`config.mk`:
```
export PLATFORM = sky130hd
export DESIGN_NAME = core_ctrl
export DESIGN_NICKNAME = d
export VERILOG_FILES = /design/src/core_pkg.sv /design/src/core_ctrl.sv /design/src/stab_timer.sv
export SDC_FILE = /design/constraint.sdc
export NUM_CORES = 1
export LEC_CHECK = 0
export BUFFER_PORTS_ARGS = -buffer_cell sky130_fd_sc_hd__buf_2
export CAP_MARGIN = 20
export CORE_ASPECT_RATIO = 0.8
export CORE_MARGIN = 10
export CORE_UTILIZATION = 25
export CTS_BUF_LIST = sky130_fd_sc_hd__clkbuf_2 sky130_fd_sc_hd__clkbuf_4 sky130_fd_sc_hd__clkbuf_8
export DETAILED_ROUTE_END_ITERATION = 8
export PLACE_DENSITY = 0.44
export SLEW_MARGIN = 20
export SYNTH_ARGS = -nofsm -noshare
export SYNTH_HDL_FRONTEND = slang
export SYNTH_HIERARCHICAL = 1
export SYNTH_SLANG_ARGS = --single-unit
```
`constraint.sdc`:
```
create_clock -name i_clk -period 6.75 [get_ports i_clk]
set_input_delay 0.3375 -clock i_clk [delete_from_list [all_inputs] [get_ports i_clk]]
set_output_delay 0.3375 -clock i_clk [all_outputs]
set_load 0.05 [all_outputs]
```
`src/core_pkg.sv`:
```
// Constants, types and helper functions for the standby, break and opcode subset core
package core_pkg;

    // Opcodes handled by this core
    localparam logic [7:0] OP_STACK_PTR_SIGNED_IMM_SUM = 8'hA7;
    localparam logic [7:0] OP_INDEX_REG_SIGNED_IMM_SUM = 8'hAF;
    localparam logic [7:0] OP_SUM_WITH_CARRY_IMM       = 8'hA9;
    localparam logic [7:0] OP_SUM_IMM                  = 8'hAB;
    localparam logic [7:0] OP_CONJUNCTION_IMM          = 8'hA4;
    localparam logic [7:0] OP_BRANCH_ON_NO_CARRY       = 8'h24;
    localparam logic [7:0] OP_BRANCH_ON_CARRY          = 8'h25;
    localparam logic [7:0] OP_BRANCH_NIBBLE_CARRY_CLR  = 8'h28;
    localparam logic [7:0] OP_BRANCH_NIBBLE_CARRY_SET  = 8'h29;
    localparam logic [7:0] OP_BRANCH_SIGNED_GE         = 8'h90;
    localparam logic [7:0] OP_BRANCH_SIGNED_GT         = 8'h92;
    localparam logic [7:0] OP_SOFT_TRAP_OPCODE         = 8'h83;
    localparam logic [7:0] OP_RETURN_FROM_TRAP         = 8'h80;
    localparam logic [7:0] OP_IDLE_STANDBY             = 8'h8F;
    localparam logic [7:0] OP_HALT_STANDBY             = 8'h8E;

    // Vectors and reset values
    localparam logic [15:0] VEC_RESET         = 16'hFFFE;
    localparam logic [15:0] VEC_TRAP_NORMAL   = 16'hFFFC;
    localparam logic [15:0] VEC_TRAP_MONITOR  = 16'hFEFC;
    localparam logic [15:0] SP_RESET          = 16'h00FF;
    localparam logic [15:0] WORD_ZERO         = 16'h0000;
    localparam logic [7:0]  BYTE_ZERO         = 8'h00;
    localparam logic [7:0]  CCR_RESET         = 8'h68;
    localparam logic [7:0]  CCR_FIXED_ONES    = 8'h60;

    // Stacking sequence: five bytes, step index 0..4
    localparam logic [2:0]  STACK_LAST_STEP   = 3'h4;

    // Oscillator stabilization delay after halt standby, in bus clock cycles
    localparam int          OSC_STAB_CYCLES   = 4096;
    localparam int          STAB_CNT_W        = 13;
    localparam logic [STAB_CNT_W-1:0] STAB_LAST = STAB_CNT_W'(OSC_STAB_CYCLES - 1);

    // Condition code register, bit 7 down to bit 0
    typedef struct packed {
        logic v;
        logic one6;
        logic one5;
        logic h;
        logic i;
        logic n;
        logic z;
        logic c;
    } ccr_t;

    // Memory bus request toward the system
    typedef struct packed {
        logic [15:0] addr;
        logic [7:0]  wdata;
        logic        we;
    } mem_req_t;

    typedef enum logic [2:0] {
        S_VEC     = 3'b000,
        S_FETCH   = 3'b001,
        S_EXEC    = 3'b010,
        S_PUSH    = 3'b011,
        S_PULL    = 3'b100,
        S_STANDBY = 3'b101,
        S_RECOVER = 3'b110
    } core_state_t;

    // Two's-complement widening of an offset or immediate byte
    function automatic logic [15:0] sext8(input logic [7:0] b);
        sext8 = {{8{b[7]}}, b};
    endfunction

    // Condition test for the relative branches
    function automatic logic branch_taken(input logic [7:0] op, input ccr_t f);
        case (op)
            OP_BRANCH_ON_NO_CARRY:      branch_taken = ~f.c;
            OP_BRANCH_ON_CARRY:         branch_taken = f.c;
            OP_BRANCH_NIBBLE_CARRY_CLR: branch_taken = ~f.h;
            OP_BRANCH_NIBBLE_CARRY_SET: branch_taken = f.h;
            OP_BRANCH_SIGNED_GE:        branch_taken = ~(f.n ^ f.v);
            OP_BRANCH_SIGNED_GT:        branch_taken = ~(f.z | (f.n ^ f.v));
            default:                    branch_taken = 1'b0;
        endcase
    endfunction

endpackage

```
`src/core_ctrl.sv`:
```
// Core control: standby entry and exit, break entry and return, opcode subset
`timescale 1ns/10ps
module core_ctrl
    import core_pkg::*;
(
    input  wire logic        i_clk,
    input  wire logic        i_sys_rst,
    input  wire logic [7:0]  i_mem_rdata,
    input  wire logic        i_int_req,
    input  wire logic        i_ext_int,
    input  wire logic [15:0] i_int_vector,
    input  wire logic        i_brk_req,
    input  wire logic        i_monitor_mode,
    output mem_req_t         o_mem,
    output logic             o_cpu_clk_en,
    output logic             o_int_ack,
    output logic             o_break_active,
    output logic             o_wait_mode,
    output logic             o_stop_mode,
    output ccr_t             o_ccr,
    output logic [15:0]      o_pc,
    output logic [15:0]      o_sp,
    output logic [15:0]      o_hx,
    output logic [7:0]       o_acc
);

    core_state_t  state_q, state_d;
    logic [2:0]   step_q, step_d;
    logic [15:0]  pc_q, pc_d;
    logic [15:0]  sp_q, sp_d;
    logic [15:0]  hx_q, hx_d;
    logic [7:0]   acc_q, acc_d;
    ccr_t         ccr_q, ccr_d;
    logic [7:0]   ir_q, ir_d;
    logic [7:0]   opnd_q, opnd_d;
    logic [15:0]  vec_q, vec_d;
    mem_req_t     mem_q, mem_d;
    logic         clk_en_q, clk_en_d;
    logic         ack_q, ack_d;
    logic         brk_q, brk_d;
    logic         wait_q, wait_d;
    logic         stop_q, stop_d;
    logic         tmr_start;
    logic         tmr_done;
    logic         done;
    logic [15:0]  done_pc;
    logic         go_push;
    logic [15:0]  ret_pc;
    logic         cin;
    logic [8:0]   sum9;
    logic [4:0]   sum5;
    logic [15:0]  target;

    // Byte stacked at a given step: PC low, PC high, X, A, CCR
    function automatic logic [7:0] push_byte(input logic [2:0] s, input logic [15:0] pc,
                                             input logic [7:0] x, input logic [7:0] a, input ccr_t f);
        case (s)
            3'h0:    push_byte = pc[7:0];
            3'h1:    push_byte = pc[15:8];
            3'h2:    push_byte = x;
            3'h3:    push_byte = a;
            default: push_byte = f;
        endcase
    endfunction

    stab_timer u_stab_timer (
        .i_clk     (i_clk),
        .i_sys_rst (i_sys_rst),
        .i_start   (tmr_start),
        .o_done    (tmr_done)
    );

    // Adder shared by the two accumulator sum opcodes
    always_comb begin
        cin  = (ir_q == OP_SUM_WITH_CARRY_IMM) ? ccr_q.c : 1'b0;
        sum9 = {1'b0, acc_q} + {1'b0, i_mem_rdata} + {8'h00, cin};
        sum5 = {1'b0, acc_q[3:0]} + {1'b0, i_mem_rdata[3:0]} + {4'h0, cin};
        target = pc_q + sext8(opnd_q);
    end

    // Next-state logic of the whole core
    always_comb begin
        state_d   = state_q;
        step_d    = step_q;
        pc_d      = pc_q;
        sp_d      = sp_q;
        hx_d      = hx_q;
        acc_d     = acc_q;
        ccr_d     = ccr_q;
        ir_d      = ir_q;
        opnd_d    = opnd_q;
        vec_d     = vec_q;
        mem_d     = mem_q;
        mem_d.we  = 1'b0;
        clk_en_d  = clk_en_q;
        ack_d     = 1'b0;
        brk_d     = brk_q;
        wait_d    = wait_q;
        stop_d    = stop_q;
        tmr_start = 1'b0;
        done      = 1'b0;
        done_pc   = pc_q;
        go_push   = 1'b0;
        ret_pc    = pc_q;
        case (state_q)
            S_VEC: begin
                if (step_q == 3'h0) begin
                    pc_d[15:8] = i_mem_rdata;
                    mem_d.addr = vec_q + 16'h0001;
                    step_d     = 3'h1;
                end else begin
                    pc_d       = {pc_q[15:8], i_mem_rdata};
                    mem_d.addr = {pc_q[15:8], i_mem_rdata};
                    step_d     = 3'h0;
                    state_d    = S_FETCH;
                end
            end
            S_FETCH: begin
                // Break outranks maskable requests; the mask gates only the latter
                if (i_brk_req && !brk_q) begin
                    brk_d   = 1'b1;
                    ir_d    = OP_SOFT_TRAP_OPCODE;
                    vec_d   = i_monitor_mode ? VEC_TRAP_MONITOR : VEC_TRAP_NORMAL;
                    go_push = 1'b1;
                end else if (i_int_req && !ccr_q.i) begin
                    ack_d   = 1'b1;
                    vec_d   = i_int_vector;
                    go_push = 1'b1;
                end else begin
                    ir_d       = i_mem_rdata;
                    pc_d       = pc_q + 16'h0001;
                    mem_d.addr = pc_q + 16'h0001;
                    step_d     = 3'h0;
                    case (i_mem_rdata)
                        OP_SOFT_TRAP_OPCODE: begin
                            vec_d   = VEC_TRAP_NORMAL;
                            ret_pc  = pc_q + 16'h0001;
                            go_push = 1'b1;
                        end
                        OP_RETURN_FROM_TRAP: begin
                            sp_d       = sp_q + 16'h0001;
                            mem_d.addr = sp_q + 16'h0001;
                            state_d    = S_PULL;
                        end
                        OP_IDLE_STANDBY: begin
                            ccr_d.i  = 1'b0;
                            clk_en_d = 1'b0;
                            wait_d   = 1'b1;
                            state_d  = S_STANDBY;
                        end
                        OP_HALT_STANDBY: begin
                            ccr_d.i  = 1'b0;
                            clk_en_d = 1'b0;
                            stop_d   = 1'b1;
                            state_d  = S_STANDBY;
                        end
                        OP_STACK_PTR_SIGNED_IMM_SUM, OP_INDEX_REG_SIGNED_IMM_SUM,
                        OP_SUM_WITH_CARRY_IMM, OP_SUM_IMM, OP_CONJUNCTION_IMM,
                        OP_BRANCH_ON_NO_CARRY, OP_BRANCH_ON_CARRY,
                        OP_BRANCH_NIBBLE_CARRY_CLR, OP_BRANCH_NIBBLE_CARRY_SET,
                        OP_BRANCH_SIGNED_GE, OP_BRANCH_SIGNED_GT: begin
                            state_d = S_EXEC;
                        end
                        // Opcodes outside the subset pass as one-cycle no-ops
                        default: state_d = S_FETCH;
                    endcase
                end
            end
            S_EXEC: begin
                if (step_q == 3'h0) begin
                    opnd_d  = i_mem_rdata;
                    pc_d    = pc_q + 16'h0001;
                    done_pc = pc_q + 16'h0001;
                    done    = 1'b1;
                    case (ir_q)
                        OP_STACK_PTR_SIGNED_IMM_SUM: sp_d = sp_q + sext8(i_mem_rdata);
                        OP_INDEX_REG_SIGNED_IMM_SUM: hx_d = hx_q + sext8(i_mem_rdata);
                        OP_SUM_WITH_CARRY_IMM, OP_SUM_IMM: begin
                            acc_d   = sum9[7:0];
                            ccr_d.c = sum9[8];
                            ccr_d.h = sum5[4];
                            ccr_d.n = sum9[7];
                            ccr_d.z = (sum9[7:0] == BYTE_ZERO);
                            ccr_d.v = (acc_q[7] & i_mem_rdata[7] & ~sum9[7]) |
                                      (~acc_q[7] & ~i_mem_rdata[7] & sum9[7]);
                        end
                        OP_CONJUNCTION_IMM: begin
                            acc_d   = acc_q & i_mem_rdata;
                            ccr_d.v = 1'b0;
                            ccr_d.n = acc_q[7] & i_mem_rdata[7];
                            ccr_d.z = ((acc_q & i_mem_rdata) == BYTE_ZERO);
                        end
                        default: begin
                            // Branches spend a third cycle resolving the target
                            done   = 1'b0;
                            step_d = 3'h1;
                        end
                    endcase
                end else begin
                    done    = 1'b1;
                    done_pc = branch_taken(ir_q, ccr_q) ? target : pc_q;
                    step_d  = 3'h0;
                end
            end
            S_PUSH: begin
                sp_d = sp_q - 16'h0001;
                if (step_q != STACK_LAST_STEP) begin
                    mem_d.addr  = sp_q - 16'h0001;
                    mem_d.wdata = push_byte(step_q + 3'h1, pc_q, hx_q[7:0], acc_q, ccr_q);
                    mem_d.we    = 1'b1;
                    step_d      = step_q + 3'h1;
                end else begin
                    // Mask rises only once the flags have been stacked
                    ccr_d.i    = 1'b1;
                    mem_d.addr = vec_q;
                    step_d     = 3'h0;
                    state_d    = S_VEC;
                end
            end
            S_PULL: begin
                case (step_q)
                    3'h0:    ccr_d = ccr_t'(i_mem_rdata | CCR_FIXED_ONES);
                    3'h1:    acc_d = i_mem_rdata;
                    3'h2:    hx_d[7:0] = i_mem_rdata;
                    3'h3:    pc_d[15:8] = i_mem_rdata;
                    default: pc_d = {pc_q[15:8], i_mem_rdata};
                endcase
                if (step_q != STACK_LAST_STEP) begin
                    sp_d       = sp_q + 16'h0001;
                    mem_d.addr = sp_q + 16'h0001;
                    step_d     = step_q + 3'h1;
                end else begin
                    // A request still held keeps the core in break
                    if (brk_q && !i_brk_req) begin
                        brk_d = 1'b0;
                    end
                    step_d  = 3'h0;
                    done    = 1'b1;
                    done_pc = {pc_q[15:8], i_mem_rdata};
                end
            end
            S_STANDBY: begin
                // Mask stays clear across a wake by interrupt
                if (stop_q && i_ext_int) begin
                    tmr_start = 1'b1;
                    state_d   = S_RECOVER;
                end else if (wait_q && i_int_req) begin
                    clk_en_d   = 1'b1;
                    wait_d     = 1'b0;
                    mem_d.addr = pc_q;
                    state_d    = S_FETCH;
                end
            end
            S_RECOVER: begin
                if (tmr_done) begin
                    clk_en_d   = 1'b1;
                    stop_d     = 1'b0;
                    mem_d.addr = pc_q;
                    state_d    = S_FETCH;
                end
            end
            default: begin
                state_d = S_FETCH;
                step_d  = 3'h0;
            end
        endcase
        // End of an instruction: a break seen now starts without another fetch
        if (done) begin
            if (i_brk_req && !brk_q) begin
                brk_d   = 1'b1;
                ir_d    = OP_SOFT_TRAP_OPCODE;
                vec_d   = i_monitor_mode ? VEC_TRAP_MONITOR : VEC_TRAP_NORMAL;
                ret_pc  = done_pc;
                go_push = 1'b1;
            end else begin
                pc_d       = done_pc;
                mem_d.addr = done_pc;
                state_d    = S_FETCH;
            end
        end
        // First stacked byte is written in the cycle after entry; it uses the
        // updated pointer, since an ending stack pointer sum may have moved it
        if (go_push) begin
            pc_d        = ret_pc;
            mem_d.addr  = sp_d;
            mem_d.wdata = ret_pc[7:0];
            mem_d.we    = 1'b1;
            step_d      = 3'h0;
            state_d     = S_PUSH;
        end
    end

    // Registers only; reset sets the mask and fetches the reset vector
    always_ff @(posedge i_clk) begin
        if (i_sys_rst) begin
            state_q  <= S_VEC;
            step_q   <= 3'h0;
            pc_q     <= WORD_ZERO;
            sp_q     <= SP_RESET;
            hx_q     <= WORD_ZERO;
            acc_q    <= BYTE_ZERO;
            ccr_q    <= ccr_t'(CCR_RESET);
            ir_q     <= BYTE_ZERO;
            opnd_q   <= BYTE_ZERO;
            vec_q    <= VEC_RESET;
            mem_q    <= '{addr: VEC_RESET, wdata: BYTE_ZERO, we: 1'b0};
            clk_en_q <= 1'b1;
            ack_q    <= 1'b0;
            brk_q    <= 1'b0;
            wait_q   <= 1'b0;
            stop_q   <= 1'b0;
        end else begin
            state_q  <= state_d;
            step_q   <= step_d;
            pc_q     <= pc_d;
            sp_q     <= sp_d;
            hx_q     <= hx_d;
            acc_q    <= acc_d;
            ccr_q    <= ccr_d;
            ir_q     <= ir_d;
            opnd_q   <= opnd_d;
            vec_q    <= vec_d;
            mem_q    <= mem_d;
            clk_en_q <= clk_en_d;
            ack_q    <= ack_d;
            brk_q    <= brk_d;
            wait_q   <= wait_d;
            stop_q   <= stop_d;
        end
    end

    // Outputs straight from registers
    assign o_mem          = mem_q;
    assign o_cpu_clk_en   = clk_en_q;
    assign o_int_ack      = ack_q;
    assign o_break_active = brk_q;
    assign o_wait_mode    = wait_q;
    assign o_stop_mode    = stop_q;
    assign o_ccr          = ccr_q;
    assign o_pc           = pc_q;
    assign o_sp           = sp_q;
    assign o_hx           = hx_q;
    assign o_acc          = acc_q;

endmodule // core_ctrl

```
`src/stab_timer.sv`:
```
// Oscillator stabilization delay counter used when leaving halt standby
`timescale 1ns/10ps
module stab_timer
    import core_pkg::*;
(
    input  wire logic i_clk,
    input  wire logic i_sys_rst,
    input  wire logic i_start,
    output logic      o_done
);

    logic [STAB_CNT_W-1:0] cnt_q;
    logic [STAB_CNT_W-1:0] cnt_d;
    logic                  run_q;
    logic                  run_d;
    logic                  done_q;
    logic                  done_d;

    // Count from start to the last cycle, then pulse done once
    always_comb begin
        cnt_d  = cnt_q;
        run_d  = run_q;
        done_d = 1'b0;
        if (i_start) begin
            cnt_d = '0;
            run_d = 1'b1;
        end else if (run_q) begin
            if (cnt_q == STAB_LAST) begin
                run_d  = 1'b0;
                done_d = 1'b1;
            end else begin
                cnt_d = cnt_q + 1'b1;
            end
        end
    end

    // Registers only
    always_ff @(posedge i_clk) begin
        if (i_sys_rst) begin
            cnt_q  <= '0;
            run_q  <= 1'b0;
            done_q <= 1'b0;
        end else begin
            cnt_q  <= cnt_d;
            run_q  <= run_d;
            done_q <= done_d;
        end
    end

    assign o_done = done_q;

endmodule // stab_timer

```
==> results of run 1 <==
-- metrics by stage --
stage / power (mW) / setup WS (ns)
global placement: 5.01 / 2.73
floorplan: 3.68 / 3.62
detailed placement: 5.00 / 2.64
CTS: 5.80 / 2.62
global route: 6.18 / 2.22
finish: 5.91 / 2.45
-- power by group through the flow --
stage	sequential (mW)	clock [mW]	combinational, mW
2_1_floorplan	1.60	0	2.08
3_3_place_gp	1.36	0	3.65
3_5_place_dp	1.36	0	3.64
4_1_cts	1.34	0.797	3.66
5_1_grt	1.37	0.828	3.98
6_report	1.35	0.785	3.77
-- kinds of logic (layout without fill, tap and decap cells) --
family | after synthesis | count (layout) | share of synthesized area, %
compound gates | 675 | 675 | 32.3
fa+ha+maj | 70 | 70 | 6.58
xor+xnor | 110 | 110 | 7.00
simple gates | 749 | 749 | 25.7
other cells | 1 | 2 | 0.0270
buf+inv | 196 | 262 | 5.73
mux | 24 | 24 | 1.77
flops | 145 | 145 | 20.9
-- state kept, by name, summed over array words and instances (netlist names), 3 cells and up --
name,flops
vec_q,16
o_acc,8
o_mem,25
u_stab_timer/cnt_q,13
step_q,3
state_q,3
opnd_q,8
o_sp,16
o_pc,16
o_hx,16
o_ccr,6
ir_q,8
-- per-layer routing --
layer / wire, um / GRT usage [%]
met3: 7690 / 5.42
met1: 33800 / 31.0
met5: 42 / 0
met4: 2120 / 6.86
met2: 32300 / 33.6
-- worst reg2reg max path: stages, from the launching register on --
cell and delay, ns:
dfxtp_1 0.36, inv_1 0.11, ha_1 0.66, nand2_1 0.16
nor2_1 0.43, buf_4 0.30, a21o_1 0.51, a21oi_1 0.15
buf_4 0.22, nor2_1 0.88, nand3_1 0.20, o21ai_1 0.15
a21oi_1 0.05
-- cell usage in the layout, fill, tap and decap left out, types with 15 or more instances in the layout --
| cell type | n |
|---|---|
| o22a_1 | 15 |
| nor2_1 | 214 |
| buf_4 | 54 |
| or3_1 | 19 |
| mux2i_1 | 20 |
| a211oi_1 | 39 |
| xor2_1 | 44 |
| buf_2 | 120 |
| nand2_1 | 229 |
| a221oi_1 | 23 |
| dfxtp_1 | 145 |
| o22ai_1 | 21 |
| nand4_1 | 21 |
| o21ai_0 | 125 |
| nor2b_1 | 21 |
| nor3_1 | 59 |
| nor4_1 | 18 |
| a22oi_1 | 39 |
| nand2b_1 | 15 |
| xnor2_1 | 65 |
| inv_1 | 43 |
| a31oi_1 | 23 |
| and3_1 | 19 |
| clkbuf_8 | 17 |
| a21o_1 | 18 |
| nand3_1 | 56 |
| ha_1 | 65 |
| a21oi_1 | 189 |
| o21a_1 | 17 |
-- final timing paths --
path,end,cells after the start,startpoint
setup reg to reg,o_mem[21]$_SDFF_PP1_,12,step_q[1]$_SDFFE_PP0P_
setup / recovery,o_mem[21]$_SDFF_PP1_,12,step_q[1]$_SDFFE_PP0P_
hold reg to reg,opnd_q[0]$_SDFFE_PP0P_,2,opnd_q[0]$_SDFFE_PP0P_
hold / removal,vec_q[4]$_SDFF_PP1_,3,i_int_vector[4]
-- cell type report --
type | instances | share of cell area, %
sequential | 145 | 18.4
tap | 750 | 5.96
clock buffer | 20 | 1.63
timing repair buffer | 186 | 7.15
clock inverter | 11 | 0.842
multi-input combinational | 1630 | 64.9
inverter | 45 | 1.07
-- Yosys cell counts (9+ instances only) --
master and count:
a22oi_1 39, o22ai_1 21, and3_1 19, a222oi_1 11
inv_1 43, a221o_1 9, clkbuf_1 110, nand4_1 21
and2_1 14, mux2i_1 20, o21ai_0 125, o31ai_1 10
a211oi_1 40, or3_1 19, dfxtp_1 145, a21oi_1 189
o21a_1 17, o211ai_1 14, nor2_1 217, a211o_1 10
a311oi_1 14, o221ai_1 14, xnor2_1 65, ha_1 65
xor2_1 44, a221oi_1 23, nand2b_1 15, a21o_1 18
buf_1 13, nand2_1 229, nor4_1 18, nor2b_1 22
buf_2 21, nor3_1 59, a31oi_1 23, o22a_1 15
nand3_1 56
-- timing repair --
action / 4_1_cts / 5_1_grt
hold buffers: 12 / 0
buffers inserted: 0 / 0
hold endpoints to repair: 12 / 0
endpoints found under the setup margin: 0 / 0
==> results.sh, run 1 <==
export IMPL_status="finished, final reports clean"
export IMPL_initial_core_util_pct=25.2
export IMPL_vias_per_cell=5.96
export IMPL_hold_class="in -> reg"
export IMPL_crit_buf_inv=3
export IMPL_finalSetupViolations=0
export IMPL_clkTransAtPathRegs_ns=0.11
export IMPL_yosysTopAreaCell="dfxtp_1"
export IMPL_dp_cells=2744
export IMPL_ys_seq_area_share_pct=20.9
export IMPL_crit_fanout=20
export IMPL_pwr_share_comb_pct=63.8
export IMPL_vdd_ir_drop_max_v=0.000159
export IMPL_fin_hold_ws_ns=0.0335
export IMPL_ctsResizeCount=0
export IMPL_fp_row_count=77
export IMPL_via_count=16600
export IMPL_syn_avg_cell_area_um2=7.04
export IMPL_period_share_pct=63.7
export IMPL_dp_hpwl_um=56000
export IMPL_tightestPinTransition_ns=1.15
export IMPL_ys_warnings_count=6
export IMPL_maxCapViolations=0
export IMPL_cpMaxStageDelayCell="nor2_1"
export IMPL_period_minus_slack_ns=4.30
export IMPL_ios=124
export IMPL_routed_wl_um=76000
export IMPL_antenna_found_initial=5
export IMPL_gp_congestion=1.03
export IMPL_core_area_um2=55100
export IMPL_switchingPower_mw=3.43
export IMPL_n_antenna_cell=0
export IMPL_switching_share_pct=58.0
export IMPL_syn_area_um2=13900
export IMPL_htreeDepth=4
export IMPL_critical_path_cell_chain="inv_1 -> ha_1 -> nand2_1 -> nor2_1 -> buf_4 -> a21o_1 -> a21oi_1 -> buf_4 -> nor2_1 -> nand3_1 -> o21ai_1 -> a21oi_1"
export IMPL_slew_viol_final=0
export IMPL_intPower_mw=2.48
export IMPL_fill_cells=6159
export IMPL_grtUsageTotal_pct=22.3
export IMPL_synth_seq_cells=145
export IMPL_synth_edf_count=0
export IMPL_clock_fmax_mhz=232
export IMPL_sequentialPowerShare_pct=22.9
export IMPL_dr_pass1_iters=6
export IMPL_yosys_most_used_dff="dfxtp_1"
export IMPL_syn2layout_area_growth_pct=13.5
export IMPL_drc=0
export IMPL_layout_drive_gt1_share_pct=12.6
export IMPL_gr_total_overflow=0
export IMPL_cts_buffers=17
export IMPL_ys_top_cells_by_area="dfxtp_1 21%, a21oi_1 6.8%, nand2_1 6.2%, nor2_1 5.9%, ha_1 5.9%"
export IMPL_cts_root_buf="clkbuf_8"
export IMPL_rsz0062_at_grt="no"
export IMPL_grt_pass1_vias=15600
export IMPL_synth_distinct_cells=98
export IMPL_syn_inst=1970
export IMPL_fp_dieH_um=231
export IMPL_cp_arrival_ns=4.73
export IMPL_p_leak_nw=5.93
export IMPL_cp_start_kind="flip-flop"
export IMPL_power_frac_clock_pct=13.3
export IMPL_reg2reg_slack_ns=2.45
export IMPL_cts_max_path_buffers=2
export IMPL_synth_top_cell_area_share_pct=20.9
export IMPL_wl_per_cell_um=27.3
export IMPL_cp_required_ns=7.18
export IMPL_finalHoldViolations=0
export IMPL_cp_slowest_stage_delay_ns=0.88
export IMPL_ant_nets=0
export IMPL_crit_type="reg -> reg"
export IMPL_p_per_area_nw_per_um2=375
export IMPL_crit_family="simple AND/OR/NAND/NOR gates"
export IMPL_final_net_count=2125
export IMPL_final_cells=2787
export IMPL_timing_slew_headroom_pct=22.6
export IMPL_portBuffers=121
export IMPL_end_kind="flip-flop"
export IMPL_drtIter0Drc=2366
export IMPL_die_area_um2=65400
export IMPL_multiInputGateArea_um2=10200
export IMPL_grt_pass1_wl_um=110000
export IMPL_fin_util_pct=28.6
export IMPL_cts_sinks=145
export IMPL_stdcell_area_um2=15700
export IMPL_finalSetupTns_ns=0
export IMPL_grt_max_degree=61
export IMPL_worstSkewPairLatency_ns=0.55
export IMPL_cts_tree="built"
export IMPL_post_dp_cell_area_um2=15200
export IMPL_die_x_um=283
export IMPL_regArea_um2=2900
export IMPL_synthArstFlopShare_pct=0
export IMPL_fin_skew_ns=0.0265
Power figures use the tool's default switching activity.
==> run 2, diff against run 1 <==
Settings changed: ABC_AREA from default to 1.
Clock period 6.75 ns to 4.4 ns, I/O delays scaled along.
==> run 2 against run 1 <==
Core utilization down 0.061 points. First-iteration DRC count up 5.0%. Routed wire length up 11%. Critical path depth unchanged. Via count up 17%. Cell count up 28%. Power up 75%. Worst setup slack worse by 1.6 ns. Cell area up 8.6%. Clock skew up 0.0061 ns. Clock power up 54%. Non-clock buffer count down 16.
==> results.sh, run 2 <==
export IMPL_status="finished, final reports clean"
export IMPL_worstSkewPairLatency_ns=0.58
export IMPL_ant_nets=0
export IMPL_fin_util_pct=28.5
export IMPL_final_cells=3562
export IMPL_fp_row_count=80
export IMPL_core_area_um2=60000
export IMPL_finalSetupViolations=0
export IMPL_syn_area_um2=15200
export IMPL_cts_tree="built"
export IMPL_ys_seq_area_share_pct=19.1
export IMPL_slew_viol_final=0
export IMPL_cpMaxStageDelayCell="o21ai_0"
export IMPL_antenna_found_initial=4
export IMPL_period_minus_slack_ns=3.54
export IMPL_final_net_count=2869
export IMPL_rsz0062_at_grt="no"
export IMPL_fp_dieH_um=241
export IMPL_via_count=19500
export IMPL_p_leak_nw=8.19
export IMPL_initial_core_util_pct=25.4
export IMPL_fin_skew_ns=0.0326
export IMPL_ios=124
export IMPL_syn_inst=2696
export IMPL_clkTransAtPathRegs_ns=0.11
export IMPL_wl_per_cell_um=23.7
export IMPL_cp_required_ns=4.81
export IMPL_synth_seq_cells=145
export IMPL_layout_common_cells="738 x nand2_1, 326 x nor2_1, 266 x nand3_1"
export IMPL_gp_congestion=1.00
export IMPL_grt_pass1_vias=18200
export IMPL_tightestPinTransition_ns=1.20
export IMPL_maxCapViolations=0
export IMPL_die_area_um2=71200
export IMPL_vias_per_cell=5.46
export IMPL_drtIter0Drc=2485
export IMPL_place_ws_ns=1.08
export IMPL_grt_pass1_wl_um=123000
export IMPL_synth_distinct_cells=55
export IMPL_layout_commonest_cell="nand2_1"
export IMPL_end_kind="flip-flop"
export IMPL_syn2layout_area_growth_pct=12.3
export IMPL_synth_common_cells="738 x nand2_1, 328 x nor2_1, 266 x nand3_1"
export IMPL_cts_sinks=145
export IMPL_clock_fmax_mhz=283
export IMPL_ctsResizeCount=0
export IMPL_routed_wl_um=84500
export IMPL_finalSetupTns_ns=0
export IMPL_setup_slack_ns=0.864
export IMPL_post_synth_top_count_cell="nand2_1"
export IMPL_finalHoldViolations=0
export IMPL_portBuffers=121
export IMPL_yosys_most_used_dff="dfxtp_1"
export IMPL_period_share_pct=80.4
export IMPL_p_per_area_nw_per_um2=606
export IMPL_cp_start_kind="flip-flop"
export IMPL_largest_reg_flops=25
export IMPL_dp_hpwl_um=64800
export IMPL_post_cts_buffers=0
export IMPL_cts_max_path_buffers=2
export IMPL_ys_warnings_count=6
export IMPL_grt_max_degree=52
export IMPL_cts_root_buf="clkbuf_8"
export IMPL_syn_avg_cell_area_um2=5.64
export IMPL_cp_slowest_stage_delay_ns=0.59
export IMPL_drc=0
export IMPL_synthArstFlopShare_pct=0
export IMPL_timing_slew_headroom_pct=19.7
export IMPL_power_total_mw=10.4
export IMPL_gr_total_overflow=0
export IMPL_critical_path_cell_chain="inv_1 -> ha_1 -> inv_1 -> nor2_4 -> buf_4 -> o21ai_0 -> nand2_1 -> nand3_1 -> nor2_1 -> o2111ai_1 -> nand3_1 -> nand3_1"
export IMPL_yosysTopAreaCell="dfxtp_1"
export IMPL_crit_fanout=44
export IMPL_cp_arrival_ns=3.95
export IMPL_die_x_um=296
export IMPL_grtUsageTotal_pct=23.2
export IMPL_vdd_ir_drop_max_v=0.000292
export IMPL_synth_edf_count=0
export IMPL_dr_pass1_iters=6
export IMPL_dp_cells=3513
export IMPL_layout_drive_gt1_share_pct=8.88
export IMPL_hold_class="in -> reg"
export IMPL_cts_buffers=17
export IMPL_ys_top_cells_by_area="dfxtp_1 19%, nand2_1 18%, nand3_1 8.7%, nor2_1 8.1%, a21oi_1 7.5%"
export IMPL_crit_top_cell="nand3_1"
export IMPL_cts_hold_buf=16
export IMPL_crit_type="reg -> reg"
export IMPL_htreeDepth=4
export IMPL_synth_top_cell_area_share_pct=19.1
## run 2: cell count changes after synthesis, sizes merged, moves of 24 or more
| cell | before | now |
|---|---|---|
| a21oi | 190 | 228 |
| nand4 | 21 | 45 |
| nand3 | 59 | 269 |
| a22oi | 39 | 9 |
| nor2 | 220 | 339 |
| clkbuf | 110 | 60 |
| xnor2 | 66 | 14 |
| a211oi | 40 | 13 |
| o211ai | 14 | 47 |
| nand2 | 231 | 745 |
| inv | 43 | 279 |
| o21ai | 131 | 184 |
## run 2: layout make-up
cell class	instances	area, um^2
fill	6908	42900
sequential	145	2900
clock inverter	14	163
timing repair buffer	170	1010
multi-input combinational	2152	10700
tap	779	975
antenna	1	2.50
inverter	283	1060
clock buffer	18	241
## run 2: worst max-delay path, delay by kind of cell, from the launching register on
family	cells	cell delay, ns
fa+ha+maj	1	0.35
compound gates	2	0.79
buf+inv	3	0.83
simple gates	6	0.99
flops	1	0.37
## run 2: kinds of logic after synthesis
family                   count (synthesis)  share of synthesized area, %
other                                    1                        0.0246
AO/OA/AOI/OAI                          557                          20.6
AND/OR/NAND/NOR                       1482                          41.4
buffers and inverters                  400                          10.6
flip-flops                             145                          19.1
adder cells (fa/ha/maj)                 70                          6.00
XOR/XNOR                                41                          2.36
## run 2: path summary, 6_finish.rpt
check	from	to	slack, ns	depth (start not counted)
hold / removal	i_monitor_mode	vec_q[8]$_SDFF_PP1_	0.06	4
hold reg to reg	u_stab_timer/cnt_q[12]$_SDFFE_PP0P_	u_stab_timer/o_done$_SDFF_PP0_	0.43	1
setup reg to reg	step_q[0]$_SDFFE_PP0P_	o_mem[11]$_SDFF_PP1_	0.86	12
setup / recovery	step_q[0]$_SDFFE_PP0P_	o_mem[11]$_SDFF_PP1_	0.86	12
## run 2: metal layers
metal  global-route usage, %  vias to the layer above  share of wire (%)
met2                    34.0                     1049                 41
met1                    32.1                     9135                 45
li1                        -                     9125                  -
met5                       0                        -              0.015
met4                    8.51                        2                3.2
met3                    5.90                      151                 11
## run 2: stage by stage
stage               hold WS [ns]  area, um^2
floorplan                  0.292       15200
global placement           0.412       16500
detailed placement         0.420       16500
CTS                      0.00889       17100
global route              0.0886       17100
finish                    0.0612       17100
## run 2: power breakdown
group	total (mW)	internal (mW)	switching (mW)	leakage [nW]
Clock	1.21	0.484	0.723	0.205
Combinational	6.87	1.86	5.01	6.81
Sequential	2.28	1.62	0.658	1.18
Total	10.4	3.97	6.39	8.19
==> run 3, diff against run 2 <==
Settings changed: PLACE_DENSITY 0.44 to 0.45.
Clock period 4.4 ns to 3 ns, I/O delays scaled along.
==> run 3 against run 2 <==
Power up 50%. Via count up 2.0%. Critical endpoint is now o_pc[13]$_SDFF_PP0_. Largest cell class unchanged. Largest power group unchanged. Highest routed layer unchanged. Global-route usage up 0.38 points.
==> results.sh, run 3 (same netlist as run 2, synthesis figures left out) <==
export IMPL_top_usage_layer="met2"
export IMPL_maxCapViolations=0
export IMPL_crit_type="reg -> reg"
export IMPL_portBuffers=121
export IMPL_critPathLaunch="state_q[1]$_SDFF_PP0_"
export IMPL_status="finished, final reports clean"
export IMPL_pwr_share_comb_pct=69.5
export IMPL_grt_pass1_vias=18600
export IMPL_gr_usage_met1_pct=32.8
export IMPL_finalSetupViolations=0
export IMPL_core_area_um2=60000
export IMPL_end_kind="flip-flop"
export IMPL_via_count=19800
export IMPL_die_area_um2=71200
export IMPL_crit_family="simple AND/OR/NAND/NOR gates"
export IMPL_worstHoldStart="i_mem_rdata[4]"
export IMPL_die_x_um=296
export IMPL_finalSetupTns_ns=0
export IMPL_finalHoldViolations=0
export IMPL_ant_nets=0
export IMPL_grtUsageTotal_pct=23.6
export IMPL_layout_drive_gt1_share_pct=11.7
export IMPL_crit_top_cell="nand2_1"
export IMPL_period_share_pct=93.6
export IMPL_fin_util_pct=29.7
export IMPL_critical_path_cell_chain="nand3_2 -> inv_2 -> nand2_1 -> nand2_1 -> nand2_1 -> nand2_2 -> nor2_2 -> inv_1 -> buf_4 -> nor2_1 -> nand2_1 -> nand2_1"
export IMPL_r2r_end="o_pc[13]$_SDFF_PP0_"
export IMPL_drc=0
export IMPL_hold_class="in -> reg"
export IMPL_cts_sinks=145
export IMPL_endpoint="o_pc[13]$_SDFF_PP0_"
export IMPL_vias_per_cell=5.44
export IMPL_period_minus_slack_ns=2.81
export IMPL_fp_dieH_um=241
export IMPL_layout_commonest_cell="nand2_1"
export IMPL_p_per_area_nw_per_um2=871
export IMPL_crit_fanout=13
export IMPL_dp_hpwl_um=68200
export IMPL_antenna_found_initial=4
export IMPL_final_net_count=2958
export IMPL_switching_share_pct=60.6
export IMPL_clock_fmax_mhz=356
export IMPL_post_cts_buffers=0
export IMPL_drtIter0Drc=2361
export IMPL_final_cells=3651
export IMPL_gp_congestion=1.03
export IMPL_rsz0062_at_grt="no"
export IMPL_fp_row_count=80
export IMPL_vdd_ir_drop_max_v=0.000356
export IMPL_grtUsageMet2_pct=34.3
export IMPL_wl_per_cell_um=23.6
export IMPL_cp_num_cells=12
export IMPL_cpMaxStageDelayCell="dfxtp_1"
export IMPL_ios=124
export IMPL_clkTransAtPathRegs_ns=0.11
export IMPL_cp_arrival_ns=3.24
export IMPL_cts_tree="built"
export IMPL_fin_skew_ns=0.0294
export IMPL_dr_pass1_iters=5
export IMPL_routed_wl_um=86100
export IMPL_grt_max_degree=52
export IMPL_timing_slew_headroom_pct=39.1
export IMPL_cp_start_kind="flip-flop"
export IMPL_syn2layout_area_growth_pct=17.0
export IMPL_cp_required_ns=3.43
export IMPL_worstSkewPairLatency_ns=0.55
export IMPL_reg2reg_slack_ns=0.19
export IMPL_sequentialPowerShare_pct=19.7
export IMPL_layout_common_cells="738 x nand2_1, 326 x nor2_1, 266 x nand3_1"
export IMPL_gr_total_overflow=0
export IMPL_grt_pass1_wl_um=125000
export IMPL_tightestPinTransition_ns=0.914
export IMPL_ff2ff_path_depth=12
export IMPL_grt_use_met3_pct=6.14
export IMPL_intPower_mw=6.11
export IMPL_power_frac_clock_pct=10.9
export IMPL_largest_reg_flops=25
export IMPL_cts_root_buf="clkbuf_8"
export IMPL_dp_cells=3601
export IMPL_cp_slowest_stage_delay_ns=0.52
export IMPL_switchingPower_mw=9.41
export IMPL_initial_core_util_pct=25.4
export IMPL_cts_buffers=17
export IMPL_htreeDepth=4
export IMPL_slew_viol_final=0
export IMPL_crit_buf_inv=3
export IMPL_r2r_start="state_q[1]$_SDFF_PP0_"
export IMPL_p_leak_nw=8.63
export IMPL_cts_max_path_buffers=2
==> run 3: power groups by stage <==
stage,sequential [mW],clock [mW],combinational [mW]
after floorplan,4.00,0,5.79
after global placement,3.09,0,10.5
after detailed placement,3.09,0,10.5
after CTS,3.05,1.73,10.6
after global routing,3.11,1.80,11.7
final,3.05,1.68,10.8
==> run 3: timing repair <==
item,4_1_cts,5_1_grt
setup endpoints to repair,0,2
hold buffers,17,0
resized for setup,0,2
hold endpoints to repair,17,0
==> run 3: area by class of cell <==
cell class	instances	area, um^2
tap	779	975
sequential	145	2900
timing repair buffer	259	1750
clock buffer	19	255
multi-input combinational	2152	10700
fill	6874	42200
clock inverter	13	116
inverter	283	1060
antenna	1	2.50
==> run 3: how the worst min path moves through the flow <==
| stage | endpoint | slack [ns] | depth (start not counted) |
|---|---|---|---|
| detailed placement | vec_q[15]$_SDFF_PP1_ | 0.41 | 3 |
| floorplan | u_stab_timer/run_q$_SDFF_PP0_ | 0.22 | 1 |
| finish | ir_q[4]$_SDFF_PP0_ | 0.12 | 3 |
| global placement | vec_q[5]$_SDFF_PP1_ | 0.40 | 3 |
| CTS | ir_q[4]$_SDFF_PP0_ | 0.09 | 3 |
| global route | ir_q[4]$_SDFF_PP0_ | 0.1 | 3 |
==> run 3: per-layer routing <==
| metal | up-vias | share of wire [%] |
|---|---|---|
| met5 | - | 0.027 |
| li1 | 9306 | - |
| met2 | 1081 | 41 |
| met3 | 165 | 11 |
| met1 | 9291 | 45 |
| met4 | 4 | 3.8 |
==> run 3: worst register-to-register path, cell delays in order (launching register included) <==
cell     delay, ns
dfxtp_1       0.52
nand3_2       0.29
inv_2         0.42
nand2_1       0.20
nand2_1       0.11
nand2_1       0.08
nand2_2       0.23
nor2_2        0.06
inv_1         0.39
buf_4         0.24
nor2_1        0.05
nand2_1       0.06
nand2_1       0.05
==> run 3: through the flow <==
step                      setup WS, ns  total power, mW  hold slack, ns  instance area (um^2)
after floorplan                  0.407             9.78           0.222                 15200
after global placement           0.180             13.6           0.400                 17200
after detailed placement         0.207             13.6           0.411                 17200
after CTS                        0.180             15.3          0.0855                 17800
after global routing            0.0497             16.6          0.0982                 17800
final                            0.193             15.5           0.118                 17800
